===== config.mk =====
export PLATFORM = sky130hd
export DESIGN_NAME = pfhp_host_port
export DESIGN_NICKNAME = d
export VERILOG_FILES = /design/src/include/pfhp_pkg.sv /design/src/design/pfhp_fifo.sv /design/src/design/pfhp_holdoff.sv /design/src/design/pfhp_host_port.sv
export SDC_FILE = /design/constraint.sdc
export NUM_CORES = 1
export LEC_CHECK = 0
export BUFFER_PORTS_ARGS = -buffer_cell sky130_fd_sc_hd__buf_2
export CAP_MARGIN = 25
export CORE_MARGIN = 1
export CORE_UTILIZATION = 45
export DETAILED_ROUTE_END_ITERATION = 16
export GPL_TIMING_DRIVEN = 0
export HOLD_SLACK_MARGIN = 0.03
export PLACE_DENSITY_LB_ADDON = 0.12
export SLEW_MARGIN = 40
export SYNTH_ARGS = -nofsm -noshare
export SYNTH_HDL_FRONTEND = slang
export SYNTH_SLANG_ARGS = --single-unit

===== constraint.sdc =====
create_clock -name clk_sys -period 2.66 [get_ports clk_sys]
set_input_delay 0.266 -clock clk_sys [delete_from_list [all_inputs] [get_ports clk_sys]]
set_output_delay 0.266 -clock clk_sys [all_outputs]
set_load 0.005 [all_outputs]

===== src/include/pfhp_pkg.sv =====
// Constants shared by the parallel FIFO host port
package pfhp_pkg;
  // ==========================================
  // Bus and storage
  localparam int PFHP_DATA_W = 8;
  localparam int PFHP_RX_DEPTH = 16;
  localparam int PFHP_TX_DEPTH = 16;

  // ==========================================
  // Timing, in ns and in clk_sys cycles
  localparam int PFHP_CLK_PERIOD_NS = 10;
  localparam int PFHP_STATUS_HOLD_NS = 80;
  localparam int PFHP_STATUS_UPDATE_MAX_NS = 25;
  localparam int PFHP_STATUS_HOLD_CYC = (PFHP_STATUS_HOLD_NS + PFHP_CLK_PERIOD_NS - 1) / PFHP_CLK_PERIOD_NS;
  localparam int PFHP_STATUS_UPDATE_MAX_CYC = PFHP_STATUS_UPDATE_MAX_NS / PFHP_CLK_PERIOD_NS;

  // ==========================================
  // Reset values
  localparam logic PFHP_STATUS_IDLE = 1'h1;
  localparam logic PFHP_STROBE_IDLE = 1'h1;
  localparam logic [PFHP_DATA_W-1:0] PFHP_DATA_RST = 8'h00;
endpackage : pfhp_pkg


===== src/design/pfhp_fifo.sv =====
// Show-ahead FIFO with registered head byte and flags
`timescale 1ns/1ns
module pfhp_fifo #(
  parameter int WIDTH = 8,
  parameter int DEPTH = 16
) (
  input wire logic clk_sys,
  input wire logic rst_n,
  input wire logic push,
  input wire logic [WIDTH-1:0] push_data,
  input wire logic pop,
  output logic [WIDTH-1:0] head,
  output logic has_data,
  output logic has_space
);
  localparam int AW = $clog2(DEPTH);

  generate
    if (DEPTH < 2 || (1 << AW) != DEPTH) begin : g_bad_depth
      $error("pfhp_fifo: DEPTH must be a power of two, at least 2");
    end
  endgenerate

  typedef struct packed {
    logic [AW-1:0] wr_ptr;
    logic [AW-1:0] rd_ptr;
    logic [AW:0] count;
    logic [WIDTH-1:0] head;
    logic has_data;
    logic has_space;
  } pfhp_fifo_state_t;

  pfhp_fifo_state_t state;
  pfhp_fifo_state_t next_state;
  logic [WIDTH-1:0] mem [DEPTH];
  logic do_push;
  logic do_pop;

  // ==========================================
  // Pointer and flag logic
  always_comb begin
    do_push = push && state.has_space;
    do_pop = pop && state.has_data;
    next_state = state;
    if (do_push) begin
      next_state.wr_ptr = state.wr_ptr + AW'(1);
    end
    if (do_pop) begin
      next_state.rd_ptr = state.rd_ptr + AW'(1);
    end
    next_state.count = state.count + (AW+1)'(do_push) - (AW+1)'(do_pop);
    next_state.has_data = next_state.count != '0;
    next_state.has_space = next_state.count != (AW+1)'(DEPTH);
    // Bypass keeps the head right when a byte lands in the slot just exposed
    if (do_push && state.wr_ptr == next_state.rd_ptr) begin
      next_state.head = push_data;
    end else begin
      next_state.head = mem[next_state.rd_ptr];
    end
  end

  always_ff @(posedge clk_sys or negedge rst_n) begin
    if (!rst_n) begin
      state <= '{wr_ptr: '0, rd_ptr: '0, count: '0, head: '0, has_data: 1'b0, has_space: 1'b1};
    end else begin
      state <= next_state;
    end
  end

  // Storage needs no reset
  always_ff @(posedge clk_sys) begin
    if (do_push) begin
      mem[state.wr_ptr] <= push_data;
    end
  end

  assign head = state.head;
  assign has_data = state.has_data;
  assign has_space = state.has_space;
endmodule : pfhp_fifo


===== src/design/pfhp_holdoff.sv =====
// Retriggerable hold-off timer for a status output
`timescale 1ns/1ns
module pfhp_holdoff #(
  parameter int CYCLES = 8
) (
  input wire logic clk_sys,
  input wire logic rst_n,
  input wire logic start,
  output logic busy
);
  localparam int CW = $clog2(CYCLES + 1);

  generate
    if (CYCLES < 1) begin : g_bad_cycles
      $error("pfhp_holdoff: CYCLES must be at least 1");
    end
  endgenerate

  typedef struct packed {
    logic [CW-1:0] cnt;
    logic busy;
  } pfhp_hold_state_t;

  pfhp_hold_state_t state;
  pfhp_hold_state_t next_state;

  // ==========================================
  // Count down from start; busy for CYCLES cycles
  always_comb begin
    next_state = state;
    if (start) begin
      next_state.cnt = CW'(CYCLES);
      next_state.busy = 1'b1;
    end else if (state.cnt > CW'(1)) begin
      next_state.cnt = state.cnt - CW'(1);
    end else begin
      next_state.cnt = '0;
      next_state.busy = 1'b0;
    end
  end

  always_ff @(posedge clk_sys or negedge rst_n) begin
    if (!rst_n) begin
      state <= '{cnt: '0, busy: 1'b0};
    end else begin
      state <= next_state;
    end
  end

  assign busy = state.busy;
endmodule : pfhp_holdoff


===== src/design/pfhp_host_port.sv =====
// Parallel FIFO host port of one bridge channel
`timescale 1ns/1ns
// How it works
// - Receive status low only when byte waits
// - Drive receive head byte while read low
// - Read strobe rising edge pops next byte
// - Transmit status low when write allowed
// - Write strobe falling edge captures bus byte
// - Suspended wake strobe requests USB resume
// - Normal wake strobe flushes transmit buffer
// - Suspend indicator low normal, high suspended
// - Receive status updates within 25 ns
// - Receive status high 80 ns after read
// - Transmit status high 80 ns after write
// - Status pins released during reset
// - Idle pins pulled up, optionally down suspended
module pfhp_host_port
  import pfhp_pkg::*;
#(
  parameter int RX_DEPTH = PFHP_RX_DEPTH,
  parameter int TX_DEPTH = PFHP_TX_DEPTH,
  parameter int HOLD_CYCLES = PFHP_STATUS_HOLD_CYC
) (
  input wire logic clk_sys,
  input wire logic rst_n,
  // Parallel bus side
  input wire logic [PFHP_DATA_W-1:0] fifo_data_bus_in,
  output logic [PFHP_DATA_W-1:0] fifo_data_bus_out,
  output logic fifo_data_bus_oe,
  input wire logic read_strobe_n,
  input wire logic write_strobe_n,
  input wire logic send_now_wake_n,
  output logic rx_data_available_n,
  output logic tx_space_available_n,
  output logic status_oe,
  output logic suspend_power_indicator_n,
  output logic pins_pull_up,
  output logic pins_pull_down,
  // USB engine side
  input wire logic [PFHP_DATA_W-1:0] usb_rx_data,
  input wire logic usb_rx_valid,
  output logic usb_rx_ready,
  output logic [PFHP_DATA_W-1:0] usb_tx_data,
  output logic usb_tx_valid,
  input wire logic usb_tx_ready,
  input wire logic usb_suspended,
  input wire logic remote_wake_enable,
  input wire logic pull_low_in_suspend,
  output logic resume_request,
  output logic send_now
);

  // ==========================================
  // Elaboration checks
  generate
    if (HOLD_CYCLES < PFHP_STATUS_HOLD_CYC) begin : g_bad_hold
      $error("pfhp_host_port: HOLD_CYCLES shorter than the 80 ns status hold");
    end
    if (PFHP_STATUS_UPDATE_MAX_CYC < 1) begin : g_bad_clock
      $error("pfhp_host_port: clock too slow for the 25 ns status update");
    end
  endgenerate

  // ==========================================
  // State
  typedef struct packed {
    logic rd_n_q;
    logic wr_n_q;
    logic wake_n_q;
    logic rx_n;
    logic tx_n;
    logic [PFHP_DATA_W-1:0] data_out;
    logic data_oe;
    logic status_oe;
    logic susp_ind_n;
    logic pull_up;
    logic pull_down;
    logic resume_req;
    logic send_now;
  } pfhp_state_t;

  localparam pfhp_state_t PFHP_STATE_RST = '{
    rd_n_q: PFHP_STROBE_IDLE,
    wr_n_q: PFHP_STROBE_IDLE,
    wake_n_q: PFHP_STROBE_IDLE,
    rx_n: PFHP_STATUS_IDLE,
    tx_n: PFHP_STATUS_IDLE,
    data_out: PFHP_DATA_RST,
    data_oe: 1'b0,
    status_oe: 1'b0,
    susp_ind_n: 1'b0,
    pull_up: 1'b1,
    pull_down: 1'b0,
    resume_req: 1'b0,
    send_now: 1'b0
  };

  pfhp_state_t state;
  pfhp_state_t next_state;

  logic rd_rise;
  logic wr_fall;
  logic wake_fall;
  logic rx_pop;
  logic tx_push;
  logic [PFHP_DATA_W-1:0] rx_head;
  logic rx_has_data;
  logic rx_has_space;
  logic tx_has_data;
  logic tx_has_space;
  logic rx_hold_busy;
  logic tx_hold_busy;

  // ==========================================
  // Strobe edges
  always_comb begin
    rd_rise = !state.rd_n_q && read_strobe_n;
    wr_fall = state.wr_n_q && !write_strobe_n;
    wake_fall = state.wake_n_q && !send_now_wake_n;
    rx_pop = rd_rise && rx_has_data;
    // A write while transmit status is high is dropped
    tx_push = wr_fall && tx_has_space && !state.tx_n;
  end

  // ==========================================
  // Receive path: USB engine fills, host drains
  pfhp_fifo #(
    .WIDTH(PFHP_DATA_W),
    .DEPTH(RX_DEPTH)
  ) u_rx_fifo (
    .clk_sys(clk_sys),
    .rst_n(rst_n),
    .push(usb_rx_valid),
    .push_data(usb_rx_data),
    .pop(rx_pop),
    .head(rx_head),
    .has_data(rx_has_data),
    .has_space(rx_has_space)
  );

  pfhp_holdoff #(
    .CYCLES(HOLD_CYCLES)
  ) u_rx_hold (
    .clk_sys(clk_sys),
    .rst_n(rst_n),
    .start(rd_rise),
    .busy(rx_hold_busy)
  );

  // ==========================================
  // Transmit path: host fills, USB engine drains
  pfhp_fifo #(
    .WIDTH(PFHP_DATA_W),
    .DEPTH(TX_DEPTH)
  ) u_tx_fifo (
    .clk_sys(clk_sys),
    .rst_n(rst_n),
    .push(tx_push),
    .push_data(fifo_data_bus_in),
    .pop(usb_tx_ready),
    .head(usb_tx_data),
    .has_data(tx_has_data),
    .has_space(tx_has_space)
  );

  pfhp_holdoff #(
    .CYCLES(HOLD_CYCLES)
  ) u_tx_hold (
    .clk_sys(clk_sys),
    .rst_n(rst_n),
    .start(wr_fall),
    .busy(tx_hold_busy)
  );

  // ==========================================
  // Next state
  always_comb begin
    next_state = state;
    next_state.rd_n_q = read_strobe_n;
    next_state.wr_n_q = write_strobe_n;
    next_state.wake_n_q = send_now_wake_n;

    // Receive status goes high one clock after the read rising edge, transmit status one clock after the write falling edge
    next_state.rx_n = rd_rise || rx_hold_busy || !rx_has_data;
    next_state.tx_n = wr_fall || tx_hold_busy || !tx_has_space;

    // Head byte tracked every cycle; bus driven one clock after read low
    next_state.data_out = rx_head;
    next_state.data_oe = !read_strobe_n;

    // Released only while in reset
    next_state.status_oe = 1'b1;

    next_state.susp_ind_n = usb_suspended;
    next_state.pull_down = usb_suspended && pull_low_in_suspend;
    next_state.pull_up = !(usb_suspended && pull_low_in_suspend);

    // Wake strobe meaning depends on suspend state
    next_state.resume_req = wake_fall && usb_suspended && remote_wake_enable;
    next_state.send_now = wake_fall && !usb_suspended;
  end

  // ==========================================
  // State register
  always_ff @(posedge clk_sys or negedge rst_n) begin
    if (!rst_n) begin
      state <= PFHP_STATE_RST;
    end else begin
      state <= next_state;
    end
  end

  // ==========================================
  // Outputs
  assign fifo_data_bus_out = state.data_out;
  assign fifo_data_bus_oe = state.data_oe;
  assign rx_data_available_n = state.rx_n;
  assign tx_space_available_n = state.tx_n;
  assign status_oe = state.status_oe;
  assign suspend_power_indicator_n = state.susp_ind_n;
  assign pins_pull_up = state.pull_up;
  assign pins_pull_down = state.pull_down;
  assign usb_rx_ready = rx_has_space;
  assign usb_tx_valid = tx_has_data;
  assign resume_request = state.resume_req;
  assign send_now = state.send_now;

endmodule : pfhp_host_port


**Word-level counts from Yosys, hierarchy flattened**

Memory sizes are Yosys's and may differ from the RTL's. A register that Yosys moved wholly into a read port is not among the register bits.
Index checks and enable logic that the tools add are counted.

- Div/mod/pow operators: 0
- Multipliers: 0
- Shift operators: 0
- Reductions and logical operators: 31
- Equality and inequality tests: 4
- Add/subtract/negate cells: 10
- Multiplexer cells: 12
- Magnitude comparators: 2
- Bitwise operators: 0

Operators by type and width:

| kind | count |
|---|---|
| 4-bit by 1-bit adder with 4-bit output, second input constant | 4 |
| 4-bit two-way mux | 4 |
| 1-bit logical AND | 14 |
| 1-bit zero test | 11 |
| 5-bit by 1-bit adder with 5-bit output | 2 |
| 5-bit two-way mux | 2 |
| 5-bit != test, second input constant | 2 |
| 5-bit nonzero test | 2 |
| 5-bit by 1-bit subtractor with 5-bit output | 2 |
| 4-bit by 1-bit > comparator with 1-bit output, second input constant | 2 |
| 4-bit by 1-bit subtractor with 4-bit output, second input constant | 2 |
| 1-bit two-way mux | 6 |
| 1-bit logical OR | 4 |
| 2-bit != test, second input constant | 2 |

- Memories kept: 2
- Register bits: 60
- Input port bits: 26
- RAM bits: 256
- Latch bits: 0
- Output and inout port bits: 27
- Word-level logic and storage cells: 88
- Memory bits (read-only): 0

Memory list:

| memory | words | width | read ports | clocked after memory_dff | wr ports | line | RTL |
|---|---|---|---|---|---|---|---|
| u_rx_fifo.mem | 16 | 8 | 1 | 1 | 1 | pfhp_fifo.sv:35 | `logic [WIDTH-1:0] mem [DEPTH];` |
| u_tx_fifo.mem | 16 | 8 | 1 | 1 | 1 | pfhp_fifo.sv:35 |  |

**Depth between registers and ports, before layout**

- Depth in word-level cells: 8
- Gate-level depth with buffers: 12
- Gate-level depth less buffers: 12

**By module**

From an unflattened synthesis, not the netlist that was laid out.

- Cell total of the unflattened synthesis: 1,280
- Area, all modules: 15,243.4 µm²

By module, submodules not included:

| module | seq. area each (µm²) | cells each | area each (µm²) | times used |
|---|---|---|---|---|
| pfhp_fifo at u_tx_fifo | 4,420.5 | 662 | 7,468.4 | 1 |
| pfhp_fifo at u_rx_fifo | 4,420.5 | 534 | 6,652.6 | 1 |
| pfhp_host_port | 508.0 | 40 | 661.9 | 1 |
| pfhp_holdoff | 125.1 | 22 | 230.2 | 2 |

**Worst setup path after synthesis**

OpenSTA, ideal clock, no wires.

- Path type: flip-flop to flip-flop
- Start point: register state[19] in the netlist's numbering
- End point: register u_rx_fifo.state, in the netlist u_rx_fifo.has_data
- Period minus slack after synthesis: 2.551 ns
- Data arrival time: 2.420 ns
- Data required time: 2.529 ns
- Slack: 0.109 ns
- Setup time: 0.131 ns
- Cell stages (with the launch flop): 12
- Buffers on the path: 1
- Path through: dfstp_2 > nand3b_1 > inv_2 > buf_2 > ha_1 > inv_1 > ha_1 > fa_1 > a21o_1 > a21oi_1 > xnor2_1 > nand2b_1

RTL lines:

| element | line | RTL |
|---|---|---|
| start, declared | pfhp_host_port.sv:98 | `pfhp_state_t state;` |
| start signal, assigned | pfhp_host_port.sv:209 | `state <= next_state;` |
| end signal, assigned | pfhp_fifo.sv:64 | `state <= '{wr_ptr: '0, rd_ptr: '0, count: '0, head: '0, has_data: 1'b0, has_space: 1'b1};` |
| end signal, assigned | pfhp_fifo.sv:66 | `state <= next_state;` |
| end, declared | pfhp_fifo.sv:33 | `pfhp_fifo_state_t state;` |

**Worst setup path in the final report**

- Start point: register u_tx_fifo.state, in the netlist u_tx_fifo.has_data
- End point: register, netlist name u_tx_fifo.head[5]

- Cells in the longest elaborated chain, start to end: 2

Ends and longest elaborated chain:

| element | line | RTL |
|---|---|---|
| start, declared | pfhp_fifo.sv:33 |  |
| start signal, assigned | pfhp_fifo.sv:64 |  |
| start signal, assigned | pfhp_fifo.sv:66 |  |
| 1-bit logical AND | pfhp_fifo.sv:43 | `do_pop = pop && state.has_data;` |
| 4-bit two-way mux | pfhp_fifo.sv:48 | `if (do_pop) begin` |

Every way passes these cells.
A chain may end at the register's enable or synchronous reset.

==> metrics.md <==
| Metric | Value |
|---|---|
| Main area contributors after synthesis | `edfxtp_1 (52%), dfrtp_1 (11%), nand2_1 (3.9%)` |
| Syn_area_per_cell | `12.9 µm²` |
| Slew Viols, Final | `0` |
| Final WL | `38,800 µm` |
| Clk sinks | `332` |
| Startpoint types | `flop` |
| Register area share after synthesis | `0.645` |
| Max_slew headroom | `0.434` |
| Clk Latency, worst-skew pair | `0.55 ns` |
| Vias in the first global route | `10,000` |
| Hold Violations, Final | `0` |
| Fmax | `380 MHz` |
| VDD IR max | `0.000715 V` |
| Area Growth Syn to Fin | `18.1%` |
| CTS H-tree depth | `2` |
| Clk buf depth | `3` |
| Setup WS pre-CTS | `-0.362 ns` |
| Hold/Removal Path Class | `input pin to flop` |
| Total GRT Usage | `0.236` |
| TritonRoute pass-1 iters | `5` |
| Clock transition at path regs | `0.07 ns` |
| Status | `finished, final reports clean` |
| Die Height | `184 µm` |
| Setup TNS Final | `0 ns` |
| Global-route wire length before repair | `59,500 µm` |
| # IOs | `53` |
| Synthesized flop and latch total | `332` |
| Net Count, Synth | `1,209` |
| Core ar. | `0.0325 mm²` |
| CTS tree | `done` |
| Post-synth top cells | `edfxtp_1 (256), nand2_1 (153), dfrtp_1 (68), clkbuf_1 (58), nor2_1 (50)` |
| CP Capture Type | `flop` |
| Final setup fails | `0` |
| Port buffer count | `52` |
| Initial DRC count | `962` |
| Power density over cell area | `1190 mW/mm²` |
| Floorplan row count | `66` |
| Root Driver | `clkbuf_16` |
| Clock Skew | `0.0256 ns` |
| Via density | `5.77` |
| Avg WL per Cell | `22.4 µm` |
| Antenna diodes | `0` |
| Via count | `10,000` |
| Post-Synthesis Cells | `1,157` |
| Period utilization | `0.990` |
| Cell accounting for the most synthesized area | `edfxtp_1` |
| Yosys cell types | `58` |
| GRT Residual Overflow | `0` |
| Share of layout cells above drive strength 1 | `0.200` |
| Data arrival time of the worst path | `3.04 ns` |
| Post-synth ARST share | `0.229` |
| Leakage power | `6.49 nW` |
| Post-detailed-route count of antenna-violating nets | `0` |
| Yosys top cell area share | `0.516` |
| DRC Markers | `0` |
| Worst Max-Slew Pin Slew | `0.845 ns` |
| CP required | `3.07 ns` |
| Yosys warnings | `0` |
| Placer congestion estimate | `0.901` |
| Initial antenna violation count | `0` |
| Die width | `184 µm` |
| DP HPWL | `25,300 µm` |
| Top-count cell post-synth | `edfxtp_1` |
| Full die area | `0.0338 mm²` |
| # nets final | `1,320` |
| MaxCap Viol Count | `0` |
| Number of buffers created by CTS | `37` |
| Most used DFF post-synth | `edfxtp_1` |
| Crit path max fanout | `10` |
| Largest net degree at the start of global routing | `53` |
| Initial core utilization | `0.458` |
| Post-route worst setup slack | `0.0254 ns` |
| Critical path type | `flop to flop` |
| Number of synthesized flops with an enable pin | `256` |
| Cell Area, Synth | `0.0149 mm²` |
| Post-layout min period | `2.63 ns` |
[path summary, 6_finish.rpt]
kind,from,end,slack (ns),cells past startpoint
worst max-delay path,u_tx_fifo.has_data,u_tx_fifo.head[5],0.03,8
worst min-delay path,fifo_data_bus_in[6],u_tx_fifo.mem[4][6],0.14,1
worst max register to register,u_tx_fifo.has_data,u_tx_fifo.head[5],0.03,8
worst min register to register,u_rx_fifo.head[3],fifo_data_bus_out[3],0.35,0
max in group asynchronous,rst_n,tx_space_available_n,1.86,3
min in group asynchronous,rst_n,u_rx_fifo.head[1],0.15,2
[per-layer routing]
metal  up-vias  GRT usage  routed length (µm)
met3        89     0.0325                1940
met5         -          0                   0
met2       313      0.387               18800
met4         0     0.0913                1370
li1       4637          -                   -
met1      4991      0.317               16800
[layout make-up]
| class | count | area [µm²] |
|---|---|---|
| Clock buffer | 53 | 1070 |
| Timing Repair Buffer | 74 | 484 |
| Tap cell | 442 | 553 |
| Inverter | 35 | 139 |
| Multi-Input combinational cell | 696 | 5090 |
| Buffer | 92 | 477 |
| Clock inverter | 14 | 170 |
| Sequential cell | 332 | 9600 |
| Fill cell | 2806 | 15000 |
[sequential cells by signal, summed over array words and instances, names as in the netlist, 3 cells and up]
name	count
fifo_data_bus_out	8
state	3
u_rx_fifo.head	8
u_rx_fifo.mem	128
u_rx_fifo.state	13
u_rx_hold.state	4
u_tx_fifo.head	8
u_tx_fifo.mem	128
u_tx_fifo.state	13
u_tx_hold.state	4
[report_power, final]
group | internal, mW | switching (mW) | leakage [nW] | total, mW
Sequential | 6.43 | 0.409 | 3.20 | 6.84
Combinational | 3.33 | 5.54 | 2.68 | 8.87
Clock | 3.11 | 2.07 | 0.607 | 5.18
Total | 12.9 | 8.02 | 6.49 | 20.9
[logic make-up (layout without fill, tap and decap cells)]
family,Yosys count,after routing,share of synthesized area
compound gates,212,212,0.107
mux,38,38,0.0267
fa+ha+maj,26,26,0.0229
flops,332,332,0.645
buf+inv,129,268,0.0383
other cells,1,1,0.000252
simple gates,388,388,0.139
xor+xnor,31,31,0.0211
[worst max-delay path: stages (launching register included)]
cell and delay [ns]:
dfrtp_2 0.45, and4_2 0.30, buf_4 0.20, buf_4 0.21
a22oi_1 0.13, o311ai_2 0.36, nand4_1 0.29, a41o_1 0.29
mux2_2 0.26
[timing repair]
item	in CTS	in global routing
hold buffers	8	0
pin swaps	6	8
setup endpoints to repair	21	19
cloned	0	0
buffers inserted	2	10
resized for setup	48	44
hold endpoints to repair	77	0
[layout by cell type (no fill, tap or decap), drive strengths merged, types with 10 or more instances in the layout]
cell type	n
nand2	153
nor3	13
nand4	12
o22ai	20
edfxtp	256
ha	24
clkbuf	112
clkinv	10
dfrtp	68
and4	29
a31oi	22
o221ai	32
nor2	50
and4b	30
mux2	11
buf	99
o311ai	28
nand3	43
nand2b	37
a22oi	28
inv	36
xnor2	24
mux2i	27
o21ai	25
[metrics by stage]
stage          hold slack (ns)  cell area, µm²  utilization  std cells  total power [mW]
6_report                 0.138           17600        0.540       1738              20.9
3_3_place_gp             0.336           15700        0.483       1651              14.9
2_1_floorplan          -0.0296           14900            -       1157              12.4
3_5_place_dp             0.162           15800        0.486       1653              15.1
5_1_grt                  0.137           17600        0.540       1738              22.1
4_1_cts                  0.123           17300        0.533       1729              20.6
Note: power is estimated with default switching activity, not from simulation.
